File: config.mk
export PLATFORM = sky130hd
export DESIGN_NAME = aimb_top
export DESIGN_NICKNAME = d
export VERILOG_FILES = /design/src/hdl/aimb_pkg.sv /design/src/hdl/aimb_top.sv
export SDC_FILE = /design/constraint.sdc
export NUM_CORES = 1
export LEC_CHECK = 0
export ABC_AREA = 1
export BUFFER_PORTS_ARGS = -buffer_cell sky130_fd_sc_hd__clkbuf_2
export CORE_ASPECT_RATIO = 0.7
export CORE_MARGIN = 2
export CORE_UTILIZATION = 46
export CTS_CLUSTER_SIZE = 25
export DETAILED_ROUTE_END_ITERATION = 12
export GPL_TIMING_DRIVEN = 0
export HOLD_SLACK_MARGIN = 0.15
export PLACE_DENSITY = 0.72
export REMOVE_ABC_BUFFERS = 1
export SLEW_MARGIN = 0
export SYNTH_ARGS = -nofsm -noshare
export SYNTH_HDL_FRONTEND = slang
export SYNTH_SLANG_ARGS = --single-unit
File: constraint.sdc
create_clock -name clk -period 2.4 [get_ports clk]
set_clock_uncertainty 0.1 [all_clocks]
set_input_delay 0.48 -clock clk [delete_from_list [all_inputs] [get_ports clk]]
set_output_delay 0.48 -clock clk [all_outputs]
set_load 0.1 [all_outputs]
File: src/hdl/aimb_pkg.sv
/*
 * constants, register map and carrier types for the alert interrupt mask bank.
 * assumes a byte-wide register port from the device's smbus/i2c target, 8-bit offsets.
 */
package aimb_pkg;

   // ***********************************************
   // register offsets
   // ***********************************************
   localparam logic [7:0] ALERT_STATUS_LO_OFS = 8'h10;
   localparam logic [7:0] ALERT_STATUS_HI_OFS = 8'h11;
   localparam logic [7:0] ALERT_MASK_LO_OFS = 8'h12;
   localparam logic [7:0] ALERT_MASK_HI_OFS = 8'h13;
   localparam logic [7:0] POWER_MASK_OFS = 8'h14;
   localparam logic [7:0] FAULT_MASK_OFS = 8'h15;
   localparam logic [7:0] EXT_STATUS_MASK_OFS = 8'h16;
   localparam logic [7:0] EXT_ALERT_MASK_OFS = 8'h17;

   // ***********************************************
   // reset values and writable-bit maps
   // ***********************************************
   localparam logic [15:0] ALERT_MASK_RST = 16'h6FFF;
   localparam logic [15:0] ALERT_MASK_WR = 16'hEFFF;
   localparam logic [7:0] POWER_MASK_RST = 8'hDF;
   localparam logic [7:0] POWER_MASK_WR = 8'hDF;
   localparam logic [7:0] FAULT_MASK_RST = 8'hBF;
   localparam logic [7:0] FAULT_MASK_WR = 8'hBF;
   localparam logic [7:0] EXT_STATUS_MASK_RST = 8'h01;
   localparam logic [7:0] EXT_STATUS_MASK_WR = 8'h01;
   localparam logic [7:0] EXT_ALERT_MASK_RST = 8'h01;
   localparam logic [7:0] EXT_ALERT_MASK_WR = 8'h01;
   localparam logic [15:0] ALERT_STATUS_RST = 16'h0000;
   localparam logic [15:0] ALERT_STATUS_WR = 16'hEFFF;

   // ***********************************************
   // field positions
   // ***********************************************
   localparam int ALERT_POWER_BIT = 1;
   localparam int ALERT_FAULT_BIT = 9;
   localparam int ALERT_EXT_STATUS_BIT = 13;
   localparam int ALERT_EXT_ALERT_BIT = 14;
   localparam int FAULT_DEFAULTS_BIT = 7;

   // ***********************************************
   // carriers
   // ***********************************************
   typedef struct packed {
      logic wr;
      logic rd;
      logic [7:0] addr;
      logic [7:0] wdata;
   } aimb_req_t;

   typedef struct packed {
      logic [15:0] alert;
      logic [7:0] power;
      logic [7:0] fault;
      logic [7:0] ext_status;
      logic [7:0] ext_alert;
      logic full_defaults_restored_event;
   } aimb_events_t;

endpackage

File: src/hdl/aimb_top.sv
/*
 * alert interrupt mask bank: mask registers, alert status with write-1-to-clear,
 * and the active-low alert request line.
 * assumes the smbus/i2c target decodes transfers into one-cycle byte strobes on req,
 * and that event inputs are one-cycle pulses synchronous to clk.
 */
// Overview of operation
// - mask bit 0 blocks its event, 1 lets it request an interrupt
// - alert mask bit 15 vendor resets 0; bits 14 and 13 reset 1
// - reserved mask bits read zero and ignore writes
// - alert mask bits 11..0 gate same-position alert status, reset to 1
// - power mask bits 7,6,4,3,2,1,0 writable, reset to 1
// - power mask bit 5 read-only zero; that event never interrupts
// - fault mask bit 7 returns to 1 when full defaults are restored
// - fault mask bits 5 down to 0 writable, reset to 1
// - protection faults are not gated by the fault mask
// - extended alert mask bit 0 writable reset 1; upper bits zero
// - alert status bits clear on written 1; written 0 leaves them
`timescale 1ns/100ps
module aimb_top (
   input wire logic clk,
   input wire logic srst,
   input wire aimb_pkg::aimb_req_t req,
   input wire aimb_pkg::aimb_events_t ev,
   output logic [7:0] rd_data,
   output logic alert_n
);

   // ***********************************************
   // state
   // ***********************************************
   logic [15:0] alert_mask;
   logic [7:0] power_mask;
   logic [7:0] fault_mask;
   logic [7:0] ext_status_mask;
   logic [7:0] ext_alert_mask;
   logic [15:0] alert_status;

   // ***********************************************
   // address decode
   // ***********************************************
   wire sel_st_lo = req.addr == aimb_pkg::ALERT_STATUS_LO_OFS;
   wire sel_st_hi = req.addr == aimb_pkg::ALERT_STATUS_HI_OFS;
   wire sel_am_lo = req.addr == aimb_pkg::ALERT_MASK_LO_OFS;
   wire sel_am_hi = req.addr == aimb_pkg::ALERT_MASK_HI_OFS;
   wire sel_pm = req.addr == aimb_pkg::POWER_MASK_OFS;
   wire sel_fm = req.addr == aimb_pkg::FAULT_MASK_OFS;
   wire sel_esm = req.addr == aimb_pkg::EXT_STATUS_MASK_OFS;
   wire sel_eam = req.addr == aimb_pkg::EXT_ALERT_MASK_OFS;

   // ***********************************************
   // mask next values
   // ***********************************************
   // read-only and reserved positions are zero in the write maps, so they never load
   wire [15:0] am_wr_data = {req.wdata, req.wdata} & aimb_pkg::ALERT_MASK_WR;
   wire [15:0] am_lane = {{8{sel_am_hi}}, {8{sel_am_lo}}} & {16{req.wr}};
   wire [15:0] next_alert_mask = (am_wr_data & am_lane) | (alert_mask & ~am_lane);
   wire [7:0] next_power_mask = req.wdata & aimb_pkg::POWER_MASK_WR;
   wire [7:0] fm_written = (req.wr && sel_fm) ? (req.wdata & aimb_pkg::FAULT_MASK_WR) :
      fault_mask;
   // the restore event outranks a same-cycle write so the bit cannot be left cleared
   wire [7:0] fm_restore = 8'h01 << aimb_pkg::FAULT_DEFAULTS_BIT;
   wire [7:0] next_fault_mask = ev.full_defaults_restored_event ?
      (fm_written | fm_restore) : fm_written;
   wire [7:0] next_ext_status_mask = req.wdata & aimb_pkg::EXT_STATUS_MASK_WR;
   wire [7:0] next_ext_alert_mask = req.wdata & aimb_pkg::EXT_ALERT_MASK_WR;

   // ***********************************************
   // event gating into alert status
   // ***********************************************
   // sub-register masks gate the summary bits; 1 passes, 0 blocks
   wire sum_power = |(ev.power & power_mask);
   // only the eight fault inputs and the restore event reach this; protection faults are
   // masked elsewhere and arrive, if at all, on their own path
   wire [7:0] fault_in = ev.fault |
      ({7'h00, ev.full_defaults_restored_event} << aimb_pkg::FAULT_DEFAULTS_BIT);
   // the restore event unmasks its own bit in the same cycle, so a written 0 cannot hide it
   wire [7:0] fm_gate = ev.full_defaults_restored_event ? (fault_mask | fm_restore) :
      fault_mask;
   wire sum_fault = |(fault_in & fm_gate);
   wire sum_ext_status = |(ev.ext_status & ext_status_mask);
   wire sum_ext_alert = |(ev.ext_alert & ext_alert_mask);
   wire [15:0] raw_set = ev.alert & aimb_pkg::ALERT_STATUS_WR;
   wire [15:0] summary_set = ({15'h0, sum_power} << aimb_pkg::ALERT_POWER_BIT) |
      ({15'h0, sum_fault} << aimb_pkg::ALERT_FAULT_BIT) |
      ({15'h0, sum_ext_status} << aimb_pkg::ALERT_EXT_STATUS_BIT) |
      ({15'h0, sum_ext_alert} << aimb_pkg::ALERT_EXT_ALERT_BIT);
   wire [15:0] status_set = raw_set | summary_set;

   // ***********************************************
   // write-1-to-clear, set wins
   // ***********************************************
   wire [15:0] st_lane = {{8{sel_st_hi}}, {8{sel_st_lo}}} & {16{req.wr}};
   wire [15:0] status_clr = {req.wdata, req.wdata} & st_lane;
   wire [15:0] next_alert_status = (alert_status & ~status_clr) | status_set;

   // ***********************************************
   // alert request and read data
   // ***********************************************
   // hard reset (bit 3) is maskable like the rest; software is expected to keep it open
   wire pending = |(alert_status & alert_mask);
   wire next_alert_n = ~pending;
   wire [7:0] next_rd_data =
      sel_st_lo ? alert_status[7:0] :
      sel_st_hi ? alert_status[15:8] :
      sel_am_lo ? alert_mask[7:0] :
      sel_am_hi ? alert_mask[15:8] :
      sel_pm ? power_mask :
      sel_fm ? fault_mask :
      sel_esm ? ext_status_mask :
      sel_eam ? ext_alert_mask : 8'h00;

   // ***********************************************
   // registers
   // ***********************************************
   always_ff @(posedge clk) begin
      if (srst) begin
         alert_mask <= aimb_pkg::ALERT_MASK_RST;
         power_mask <= aimb_pkg::POWER_MASK_RST;
         fault_mask <= aimb_pkg::FAULT_MASK_RST;
         ext_status_mask <= aimb_pkg::EXT_STATUS_MASK_RST;
         ext_alert_mask <= aimb_pkg::EXT_ALERT_MASK_RST;
      end else begin
         alert_mask <= next_alert_mask;
         fault_mask <= next_fault_mask;
         if (req.wr && sel_pm) begin
            power_mask <= next_power_mask;
         end
         if (req.wr && sel_esm) begin
            ext_status_mask <= next_ext_status_mask;
         end
         if (req.wr && sel_eam) begin
            ext_alert_mask <= next_ext_alert_mask;
         end
      end
   end

   always_ff @(posedge clk) begin
      if (srst) begin
         alert_status <= aimb_pkg::ALERT_STATUS_RST;
         alert_n <= 1'b1;
         rd_data <= 8'h00;
      end else begin
         alert_status <= next_alert_status;
         alert_n <= next_alert_n;
         if (req.rd) begin
            rd_data <= next_rd_data;
         end
      end
   end

endmodule // aimb_top

==> results by group, run 1 <==
Detailed routing
  – Vias after detailed routing: roughly 2700
  – Pre-antenna DRT Iters: 7
  – Final ANT Viol Nets: 0
  – First DRT Iteration DRCs: between 200 and 250
  – Final WL: roughly 7.3 mm
  – DRC: 0
  – DR vias/cell: between 5 and 6
  – Routed WL per cell: ~15 microns

Timing
  – Min setup slack post-route: 223.6 ps
  – Final Cycle Share: 0.9068
  – Final setup viols: 0
  – Slew HR: 0.4157
  – Slew Limit Fails: 0
  – Fin. Hold Viols: 0
  – Final worst path period need: 2176 ps
  – RSZ-0062 raised after global routing: false
  – Setup tns final: 0 ps
  – Worst slew pin tran: about 870 ps
  – Peak Freq: 0.4595 GHz

Clock tree
  – CTS Sinks: 57
  – # resized after CTS: 0
  – CTS root buf: clkbuf_8
  – Post-CTS setup buffer count: 0
  – Cts hold-fix bufs: 0
  – Worst skew pair latency: around 340 ps
  – CTS tree: yes
  – Clock tree buffer depth: 2
  – Clock transition at path regs: about 60 ps
  – H-tree levels: 3
  – TritonCTS Buffers: 9

Power and ir drop
  – Comb power frac: 0.099
  – Clk pwr share: 0.443
  – Sequential share of power: 0.458
  – PD cells: 655.4 nW/um^2
  – Sw frac: 0.2561
  – Leakage: approximately 1.7 nW
  – Internal power: around 0.0016 W
  – VDD IR max: ~310 uV
  – Sw Pwr: 0.0005514 W

Synthesis
  – Synth Flop Type: dfxtp_1
  – Asr flop ratio synth: 0
  – Post-synth EDFFs: 0
  – Top post-synthesis cells by area: dfxtp_1 41%, nand2_1 9.5%, a21oi_1 8.2%
  – Cell Area, Synth: between 2000 and 3000 sq um
  – Register area share after synthesis: 0.4140
  – Post-synth cell types: 33
  – Largest area contributor in the netlist: dfxtp_1
  – Ys Warns: 0
  – Synth Register Bits: 57
  – Top-count cell post-synth: nand2_1
  – Top cell type's share of synthesized area: 0.4140
  – Syn_area_per_cell: about 7.7 sq um
  – Mapped Cells: around 360
  – Commonest cells in the netlist: 70 x nand2_1, 57 x dfxtp_1, 45 x a21oi_1, 45 x inv_1, 28 x o21ai_0

Floorplan
  – Row cnt: 23
  – Core ar.: approximately 5800 sq um
  – Die footprint: 6637 sq um
  – # IOs: 78
  – Width of the die: 96.52 microns
  – Initial core utilization: 0.4789
  – Chip Height: just under 70 microns

Placed design
  – Setup Slack @ Placement: -100.2 ps
  – HPWL Detailed: about 5.4 mm
  – Buffers on Ports: 60
  – Placed instance area: approximately 3100 sq um
  – Routability Congestion: roughly 0.89

Worst setup path
  – CP required: about 2500 ps
  – Max stage delay on crit path: between 900 and 1000 ps
  – Crit path kind: in2reg
  – Crit path launch type: primary input
  – Slowest CP cell: clkinv_1
  – Crit path max fanout: 32
  – Crit path cell chain: clkbuf_2 -> clkinv_1 -> o211ai_1
  – CP bufs+invs: 2
  – Setup crit end kind: flip-flop
  – R2r setup slk: around 1100 ps
  – CP Data Arrival Time: about 2300 ps
  – CP top delay family: buffers and inverters

Layout
  – Post-route cell area: 3286 sq um
  – Antenna Cells: 0
  – Nets: between 400 and 500
  – Layout cells sized above 1: 0.2530
  – Area delta synth->final: 19.20%

Global routing
  – Largest net degree at the start of global routing: 33
  – Global router's overall resource usage: 0.2385
  – Initial antenna violation count: 0
  – First-pass GRT wire length: between 10 and 15 mm
  – Vias in the first global route: around 2300
  – Gr ovfl total: 0

Hold path
  – Hold WC Path Type: in2reg

Flow run
  – Max cap viols: 0

Status
  – Status: finished, final reports clean
==> cell type report <==
type                       instances  area (sq um)
clock buffer                      12         165.2
clock inverter                     4         50.05
fill                             583          2470
inverter                          50         190.2
multi-input combinational        240          1345
sequential                        57          1141
tap                               75         93.84
timing repair buffer              60         300.3
==> metrics by stage <==
step / cells / hold WS, ps / power [W] / util
floorplan: 347 / 339.0 / 0.001128 / -
global placement: 482 / 354.4 / 0.001216 / 0.5335
detailed placement: 482 / 360.3 / 0.001219 / 0.5335
CTS: 498 / 241.9 / 0.002165 / 0.5709
global route: 498 / 255.2 / 0.002238 / 0.5709
finish: 498 / 248.2 / 0.002153 / 0.5709
==> per-layer routing <==
layer  share of wire  global-route usage  up-vias
li1                -                   -     1331
met1            0.49              0.3438     1187
met2            0.41              0.3429      124
met3           0.087             0.06522       12
met4           0.014             0.08099        0
met5               0                   0        -
==> worst register-to-register path, stage by stage, from the launching register on <==
cell,delay (ps)
dfxtp_1,340
a22o_1,270
a221oi_1,260
nand4_1,150
nand2_1,80
==> power groups by stage <==
stage | sequential, W | clock [W] | combinational, W
CTS | 0.000986 | 0.000966 | 0.000213
global route | 0.000988 | 0.00102 | 0.000235
detailed placement | 0.00101 | 0 | 0.000212
finish | 0.000987 | 0.000953 | 0.000213
floorplan | 0.00104 | 0 | 0.0000922
global placement | 0.00101 | 0 | 0.000210
==> logic make-up (layout without fill, tap and decap cells) <==
| logic type | Yosys count | in the layout | synth area share |
|---|---|---|---|
| AO/OA/AOI/OAI | 112 | 112 | 0.2506 |
| buffers and inverters | 62 | 126 | 0.09804 |
| flip-flops | 57 | 57 | 0.4140 |
| AND/OR/NAND/NOR | 128 | 128 | 0.2374 |
==> cells in the final DEF (no fill, tap or decap), types with 2 or more instances in the layout <==
cell type and n:
inv_1 45, nand2_4 2, nand3_1 15, o211ai_2 5, nand4_1 5, nor2_1 16, nand2_1 70, dfxtp_1 57
clkbuf_8 12, a21oi_1 45, nand2_2 9, a22o_1 5, clkbuf_2 60, o211ai_1 18, nor2_4 4, inv_2 3
o21ai_0 28, clkinvlp_4 2, a221oi_1 6, o21ai_1 2
==> worst paths after layout <==
path,end,startpoint,depth (start not counted)
hold / removal,fault_mask[7]$_SDFFE_PP1P_,ev[0],3
setup / recovery,flip-flop,srst,3
hold reg to reg,rd_data[1]$_SDFFE_PP0P_,rd_data[1]$_SDFFE_PP0P_,2
setup reg to reg,alert_n$_SDFF_PP1_,alert_status[8]$_SDFF_PP0_,4
No activity file was read; power rests on OpenSTA's default activity.
==> inputs of run 2 (changes only) <==
- CELL_PAD_IN_SITES_DETAIL_PLACEMENT: default -> 1
- CELL_PAD_IN_SITES_GLOBAL_PLACEMENT: default -> 1
- CORE_UTILIZATION: 46 -> 40
- PLACE_DENSITY: 0.72 -> default
- PLACE_DENSITY_LB_ADDON: default -> 0.1
==> results by group, run 2 (same netlist as run 1, synthesis figures left out) <==
Global routing
  – Gr ovfl total: 0 (unchanged)
  – Initial antenna violation count: 0 (unchanged)
  – Global router's overall resource usage: 0.2351 (-0.003419)
  – First-pass GRT wire length: 13.09 mm (+13%)
  – Vias in the first global route: 2615 (+11%)
  – Largest net degree at the start of global routing: 33 (unchanged)

Layout
  – Antenna Cells: 0 (unchanged)
  – Area delta synth->final: 20.20%
  – Most common cell after layout, fill and taps aside: nand2_1
  – Post-Route Utilization: 0.4927 (-0.07822)
  – Fin cells: 517 (+3.8%)
  – Layout cells sized above 1: 0.2553 (+0.002364)
  – Nets: 487 (unchanged)
  – Fillers: 867 (+49%)
  – Post-route cell area: 3313 sq um (+0.84%)
  – Most frequent cells in the layout: 70 x nand2_1, 60 x clkbuf_2, 57 x dfxtp_1, 45 x inv_1, 45 x a21oi_1

Timing
  – Setup tns final: 0 ps (unchanged)
  – Hold WS: 232.2 ps (-16.00 ps)
  – Slew HR: 0.4890 (+0.07327)
  – Slew Limit Fails: 0 (unchanged)
  – Final Cycle Share: 0.8673 (-0.03947)
  – Final worst path period need: 2082 ps (-94.74 ps)
  – Peak Freq: 0.4804 GHz (+4.6%)
  – Final setup viols: 0 (unchanged)
  – Worst slew pin tran: 766.5 ps (-104.5 ps)
  – Fin. Hold Viols: 0 (unchanged)
  – RSZ-0062 raised after global routing: false

Detailed routing
  – DRC: 0 (unchanged)
  – DR vias/cell: 5.164 (-3.1%)
  – Final WL: 8.061 mm (+11%)
  – Pre-antenna DRT Iters: 4 (-3)
  – Met2 routed WL: 3.762 mm (+26%)
  – Max Used Layer: met4
  – First DRT Iteration DRCs: 72 (-65%)
  – Vias after detailed routing: 2670 (+0.60%)
  – Routed WL per cell: 15.59 microns (+6.6%)
  – Met3 routed WL: 423 microns (-34%)
  – Met1 Wirelength: 3.803 mm (+7.0%)
  – Final ANT Viol Nets: 0 (unchanged)

Hold path
  – Hold WC Path Type: in2reg

Worst setup path
  – Crit path max fanout: 12 (-63%)
  – Crit path kind: in2reg
  – Crit path launch type: primary input
  – Setup crit end kind: flip-flop
  – CP required: 2510 ps (-30 ps)
  – CP Data Arrival Time: 2190 ps (-130 ps)

Floorplan
  – Width of the die: 103.2 microns (+6.9%)
  – Row cnt: 25 (+8.7%)
  – Die footprint: 7582 sq um (+14%)
  – Core ar.: 6725 sq um (+17%)
  – Initial core utilization: 0.4099 (-0.06905)
  – # IOs: 78 (unchanged)
  – Chip Height: 73.46 microns (+6.8%)

Power and ir drop
  – Leakage: 1.688 nW (about the same)
  – VDD IR max: 237.1 uV (-24%)
  – PD cells: 656.6 nW/um^2 (+0.18%)

Clock tree
  – Worst skew pair latency: 360 ps (+20 ps)
  – Clock transition at path regs: 70 ps (about the same)
  – Clock tree buffer depth: 2 (unchanged)
  – CTS tree: yes
  – CTS root buf: clkbuf_8
  – TritonCTS Buffers: 9 (unchanged)
  – CTS Sinks: 57 (unchanged)
  – Post-CTS setup buffer count: 0 (unchanged)
  – H-tree levels: 3 (unchanged)

Placed design
  – Placed instance area: 3094 sq um (+0.77%)
  – Routability Congestion: 0.8411 (-5.6%)
  – HPWL Detailed: 6.126 mm (+14%)
  – Cell Count Post-Placement: 501 (+3.9%)
  – Buffers on Ports: 60 (unchanged)

Status
  – Status: finished, final reports clean

Flow run
  – Max cap viols: 0 (unchanged)
[run 2: changes by cell type in the layout (fill, tap and decap cells not counted), sizes merged]
| cell | change |
|---|---|
| clkinv | -1 |
| clkinvlp | +1 |
[run 2: path summary, 6_finish.rpt]
check | from | to | slack (ps) | cells past startpoint
setup / recovery | req[14] | alert_status[7]$_SDFF_PP0_ | 320 | 9
hold / removal | ev[0] | fault_mask[7]$_SDFFE_PP1P_ | 230 | 3
setup reg to reg | power_mask[3]$_SDFFE_PP1P_ | alert_status[1]$_SDFF_PP0_ | 1110 | 4
hold reg to reg | rd_data[5]$_SDFFE_PP0P_ | rd_data[5]$_SDFFE_PP0P_ | 370 | 2
[run 2: metrics by stage]
| stage | total power (W) | worst slack, ps |
|---|---|---|
| global placement | 0.001220 | -258.9 |
| detailed placement | 0.001225 | -243.0 |
| finish | 0.002175 | 318.4 |
| floorplan | 0.001128 | 599.3 |
| global route | 0.002264 | 66.78 |
| CTS | 0.002195 | 137.8 |
[run 2: power by group]
group / total [W] / internal [W] / switching (W)
Clock: 0.000972 / 0.000562 / 0.000410
Sequential: 0.000986 / 0.000970 / 0.0000170
Combinational: 0.000217 / 0.0000707 / 0.000146
[run 2: worst max-delay path, cell delays in order]
cell and delay, ps:
clkbuf_2 80, inv_1 60, nand2_2 90, nor2_8 210
nand3_4 150, nor2_2 440, nand2_1 340, o21ai_0 260
a21oi_1 80
[run 2: metal layers]
metal / global-route usage / up-vias
li1: - / 1331
met1: 0.3091 / 1276
met2: 0.3802 / 56
met3: 0.05994 / 7
met4: 0.07456 / 0
met5: 0 / -
[run 2: area by class of cell]
type | count | area, sq um | share of cell area
Clock buffer | 12 | 165.2 | 0.04985
Clock inverter | 4 | 50.05 | 0.01511
Inverter | 50 | 193.9 | 0.05853
Multi-Input combinational cell | 240 | 1345 | 0.4060
Sequential cell | 57 | 1141 | 0.3444
Tap cell | 94 | 117.6 | 0.03550
Timing Repair Buffer | 60 | 300.3 | 0.09063
[run 2: timing repair]
action | 4_1_cts | 5_1_grt
hold buffers | 0 | 0
gates resized for setup | 0 | 1
setup endpoints to repair | 0 | 2
==> inputs of run 3 (changes only) <==
- ABC_AREA: 1 -> default
- CORE_ASPECT_RATIO: 0.7 -> 0.5
- CORE_UTILIZATION: 40 -> 41
- GPL_TIMING_DRIVEN: 0 -> 1
==> results by group, run 3 <==
Synthesis
  – Top cell type's share of synthesized area: 0.4018 (-0.01222)
  – Post-synth EDFFs: 0 (unchanged)
  – Post-synth cell types: 47 (+42%)
  – Largest area contributor in the netlist: dfxtp_1
  – Synth Flop Type: dfxtp_1
  – Mapped Cells: 325 (-9.5%)
  – Ys Warns: 0 (unchanged)
  – Syn_area_per_cell: 8.739 sq um (+14%)
  – Top post-synthesis cells by area: dfxtp_1 40%, a311oi_1 4.6%, a21oi_1 4.6%
  – Cell Area, Synth: 2840 sq um (+3.0%)
  – Asr flop ratio synth: 0 (unchanged)
  – Synth Register Bits: 57 (unchanged)
  – Register area share after synthesis: 0.4018 (-0.01222)
  – Top-count cell post-synth: dfxtp_1
  – Commonest cells in the netlist: 57 x dfxtp_1, 30 x nor2_1, 26 x a21oi_1

Clock tree
  – H-tree levels: 3 (unchanged)
  – CTS tree: yes
  – TritonCTS Buffers: 9 (unchanged)
  – Worst skew pair latency: 330 ps (-30 ps)
  – CTS Sinks: 57 (unchanged)
  – # resized after CTS: 0 (unchanged)
  – Clock transition at path regs: 50 ps (-20 ps)
  – Post-CTS setup buffer count: 0 (unchanged)
  – CTS root buf: clkbuf_16
  – Clock tree buffer depth: 2 (unchanged)
  – Cts hold-fix bufs: 0 (unchanged)

Global routing
  – Vias in the first global route: 2955 (+13%)
  – Gr ovfl total: 0 (unchanged)
  – Largest net degree at the start of global routing: 23 (-30%)
  – Global router's overall resource usage: 0.2775 (+0.04248)
  – Initial antenna violation count: 0 (unchanged)
  – First-pass GRT wire length: 15.84 mm (+21%)

Placed design
  – Buffers on Ports: 60 (unchanged)
  – Routability Congestion: 0.8627 (+2.6%)
  – Cell Count Post-Placement: 474 (-5.4%)
  – HPWL Detailed: 7.292 mm (+19%)

Floorplan
  – Core ar.: 6700 sq um (-0.37%)
  – Die footprint: 7650 sq um (+0.89%)
  – Width of the die: 121.7 microns (+18%)
  – Row cnt: 21 (-16%)
  – Initial core utilization: 0.4239 (+0.01404)
  – Chip Height: 62.86 microns (-14%)
  – # IOs: 78 (unchanged)

Timing
  – Peak Freq: 0.5479 GHz (+14%)
  – Fin. Hold Viols: 0 (unchanged)
  – RSZ-0062 raised after global routing: false
  – Final Cycle Share: 0.7605 (-0.1068)
  – Slew HR: 0.6380 (+0.1490)
  – Final setup viols: 0 (unchanged)
  – Worst slew pin tran: 543.0 ps (-223.5 ps)
  – Slew Limit Fails: 0 (unchanged)
  – Final worst path period need: 1825 ps (-256.3 ps)
  – Setup tns final: 0 ps (unchanged)

Layout
  – Nets: 462 (-5.1%)
  – Antenna Cells: 0 (unchanged)
  – Area delta synth->final: 26.12%
  – Most common cell after layout, fill and taps aside: clkbuf_2
  – Fillers: 805 (-7.2%)
  – Fin cells: 490 (-5.2%)
  – Register area: 1141 sq um (unchanged)
  – Multi-input logic area: 1505 sq um (+12%)
  – Most frequent cells in the layout: 60 x clkbuf_2, 57 x dfxtp_1, 30 x nor2_1, 26 x a21oi_1, 21 x buf_4
  – Layout cells sized above 1: 0.2764 (+0.02106)

Worst setup path
  – Setup crit end kind: flip-flop
  – Worst r2r dst: alert_status[1]$_SDFF_PP0_
  – CP Data Arrival Time: 1940 ps (-250 ps)
  – CP required: 2520 ps (about the same)
  – R2r setup slk: 1070 ps (-40 ps)
  – Crit path launch type: primary input
  – Crit path max fanout: 7 (-5)
  – Reg2Reg Depth: 4 (unchanged)
  – Crit path kind: in2reg
  – CP endpoint: fault_mask[0]$_SDFFE_PP1P_
  – R2r startpoint: power_mask[6]$_SDFFE_PP1P_
  – Worst Setup SP: req[14]

Hold path
  – Hold WC Path Type: in2reg

Power and ir drop
  – Leakage: 1.574 nW (-6.8%)
  – PD cells: 719.8 nW/um^2 (+9.6%)
  – VDD IR max: 389.4 uV (+64%)

Detailed routing
  – Pre-antenna DRT Iters: 5 (+1)
  – First DRT Iteration DRCs: 199 (+180%)
  – Final WL: 9.759 mm (+21%)
  – Final ANT Viol Nets: 0 (unchanged)
  – DR vias/cell: 5.884 (+14%)
  – Vias after detailed routing: 2883 (+8.0%)
  – Routed WL per cell: 19.92 microns (+28%)
  – DRC: 0 (unchanged)

Status
  – Status: finished, final reports clean

Flow run
  – Max cap viols: 0 (unchanged)
## run 3: power breakdown
part / internal [W] / leakage, nW / switching (W)
combinational: 0.000104 / 0.949 / 0.000151
clock: 0.000897 / 0.159 / 0.000437
sequential: 0.000969 / 0.466 / 0.0000206
total: 0.00197 / 1.57 / 0.000609
## run 3: cell families (layout without fill, tap and decap cells)
logic type             Yosys count  count (layout)  synth area share
AOI/OAI and AO/OA              101             101            0.2568
buffers and inverters           38             111           0.06828
DFF                             57              57            0.4018
muxes                           12              12           0.04890
and+or+nand+nor                117             117            0.2242
## run 3: worst min path at each step
stage / depth (start not counted) / start / end / slack [ps]
floorplan: 2 / flip-flop / flip-flop / 330
global placement: 2 / rd_data[5]$_SDFFE_PP0P_ / rd_data[5]$_SDFFE_PP0P_ / 340
detailed placement: 2 / rd_data[1]$_SDFFE_PP0P_ / rd_data[1]$_SDFFE_PP0P_ / 350
CTS: 3 / ev[0] / fault_mask[7]$_SDFFE_PP1P_ / 250
global route: 3 / ev[0] / fault_mask[7]$_SDFFE_PP1P_ / 260
finish: 3 / ev[0] / fault_mask[7]$_SDFFE_PP1P_ / 250
## run 3: cell type report
class | count | area share
sequential | 57 | 0.3185
inverter | 14 | 0.01467
multi-input combinational | 230 | 0.4202
clock inverter | 7 | 0.02375
timing repair buffer | 81 | 0.1278
tap | 92 | 0.03213
clock buffer | 9 | 0.06287
## run 3: worst max-delay path, cell delays in order
cell and delay [ps]:
clkbuf_2 100, nor3b_2 440, nand3_1 490, a211o_1 420
## run 3: stage by stage
step           setup WS (ps)    util  power (W)  hold slack, ps  area, sq um
3_3_place_gp           335.9  0.4883   0.001250           342.9         3272
2_1_floorplan          581.0       -   0.001115           328.0         2699
6_report               574.7  0.5346   0.002578           254.6         3582
5_1_grt                518.7  0.5346   0.002664           261.8         3582
3_5_place_dp           289.1  0.4883   0.001259           345.7         3272
4_1_cts                609.3  0.5346   0.002596           250.7         3582
## run 3: routing by layer
| metal | GRT usage | up-vias | share of wire |
|---|---|---|---|
| li1 | - | 1356 | - |
| met1 | 0.3753 | 1423 | 0.46 |
| met2 | 0.4368 | 89 | 0.46 |
| met3 | 0.07026 | 15 | 0.067 |
| met4 | 0.08333 | 0 | 0.014 |
| met5 | 0 | - | 0 |
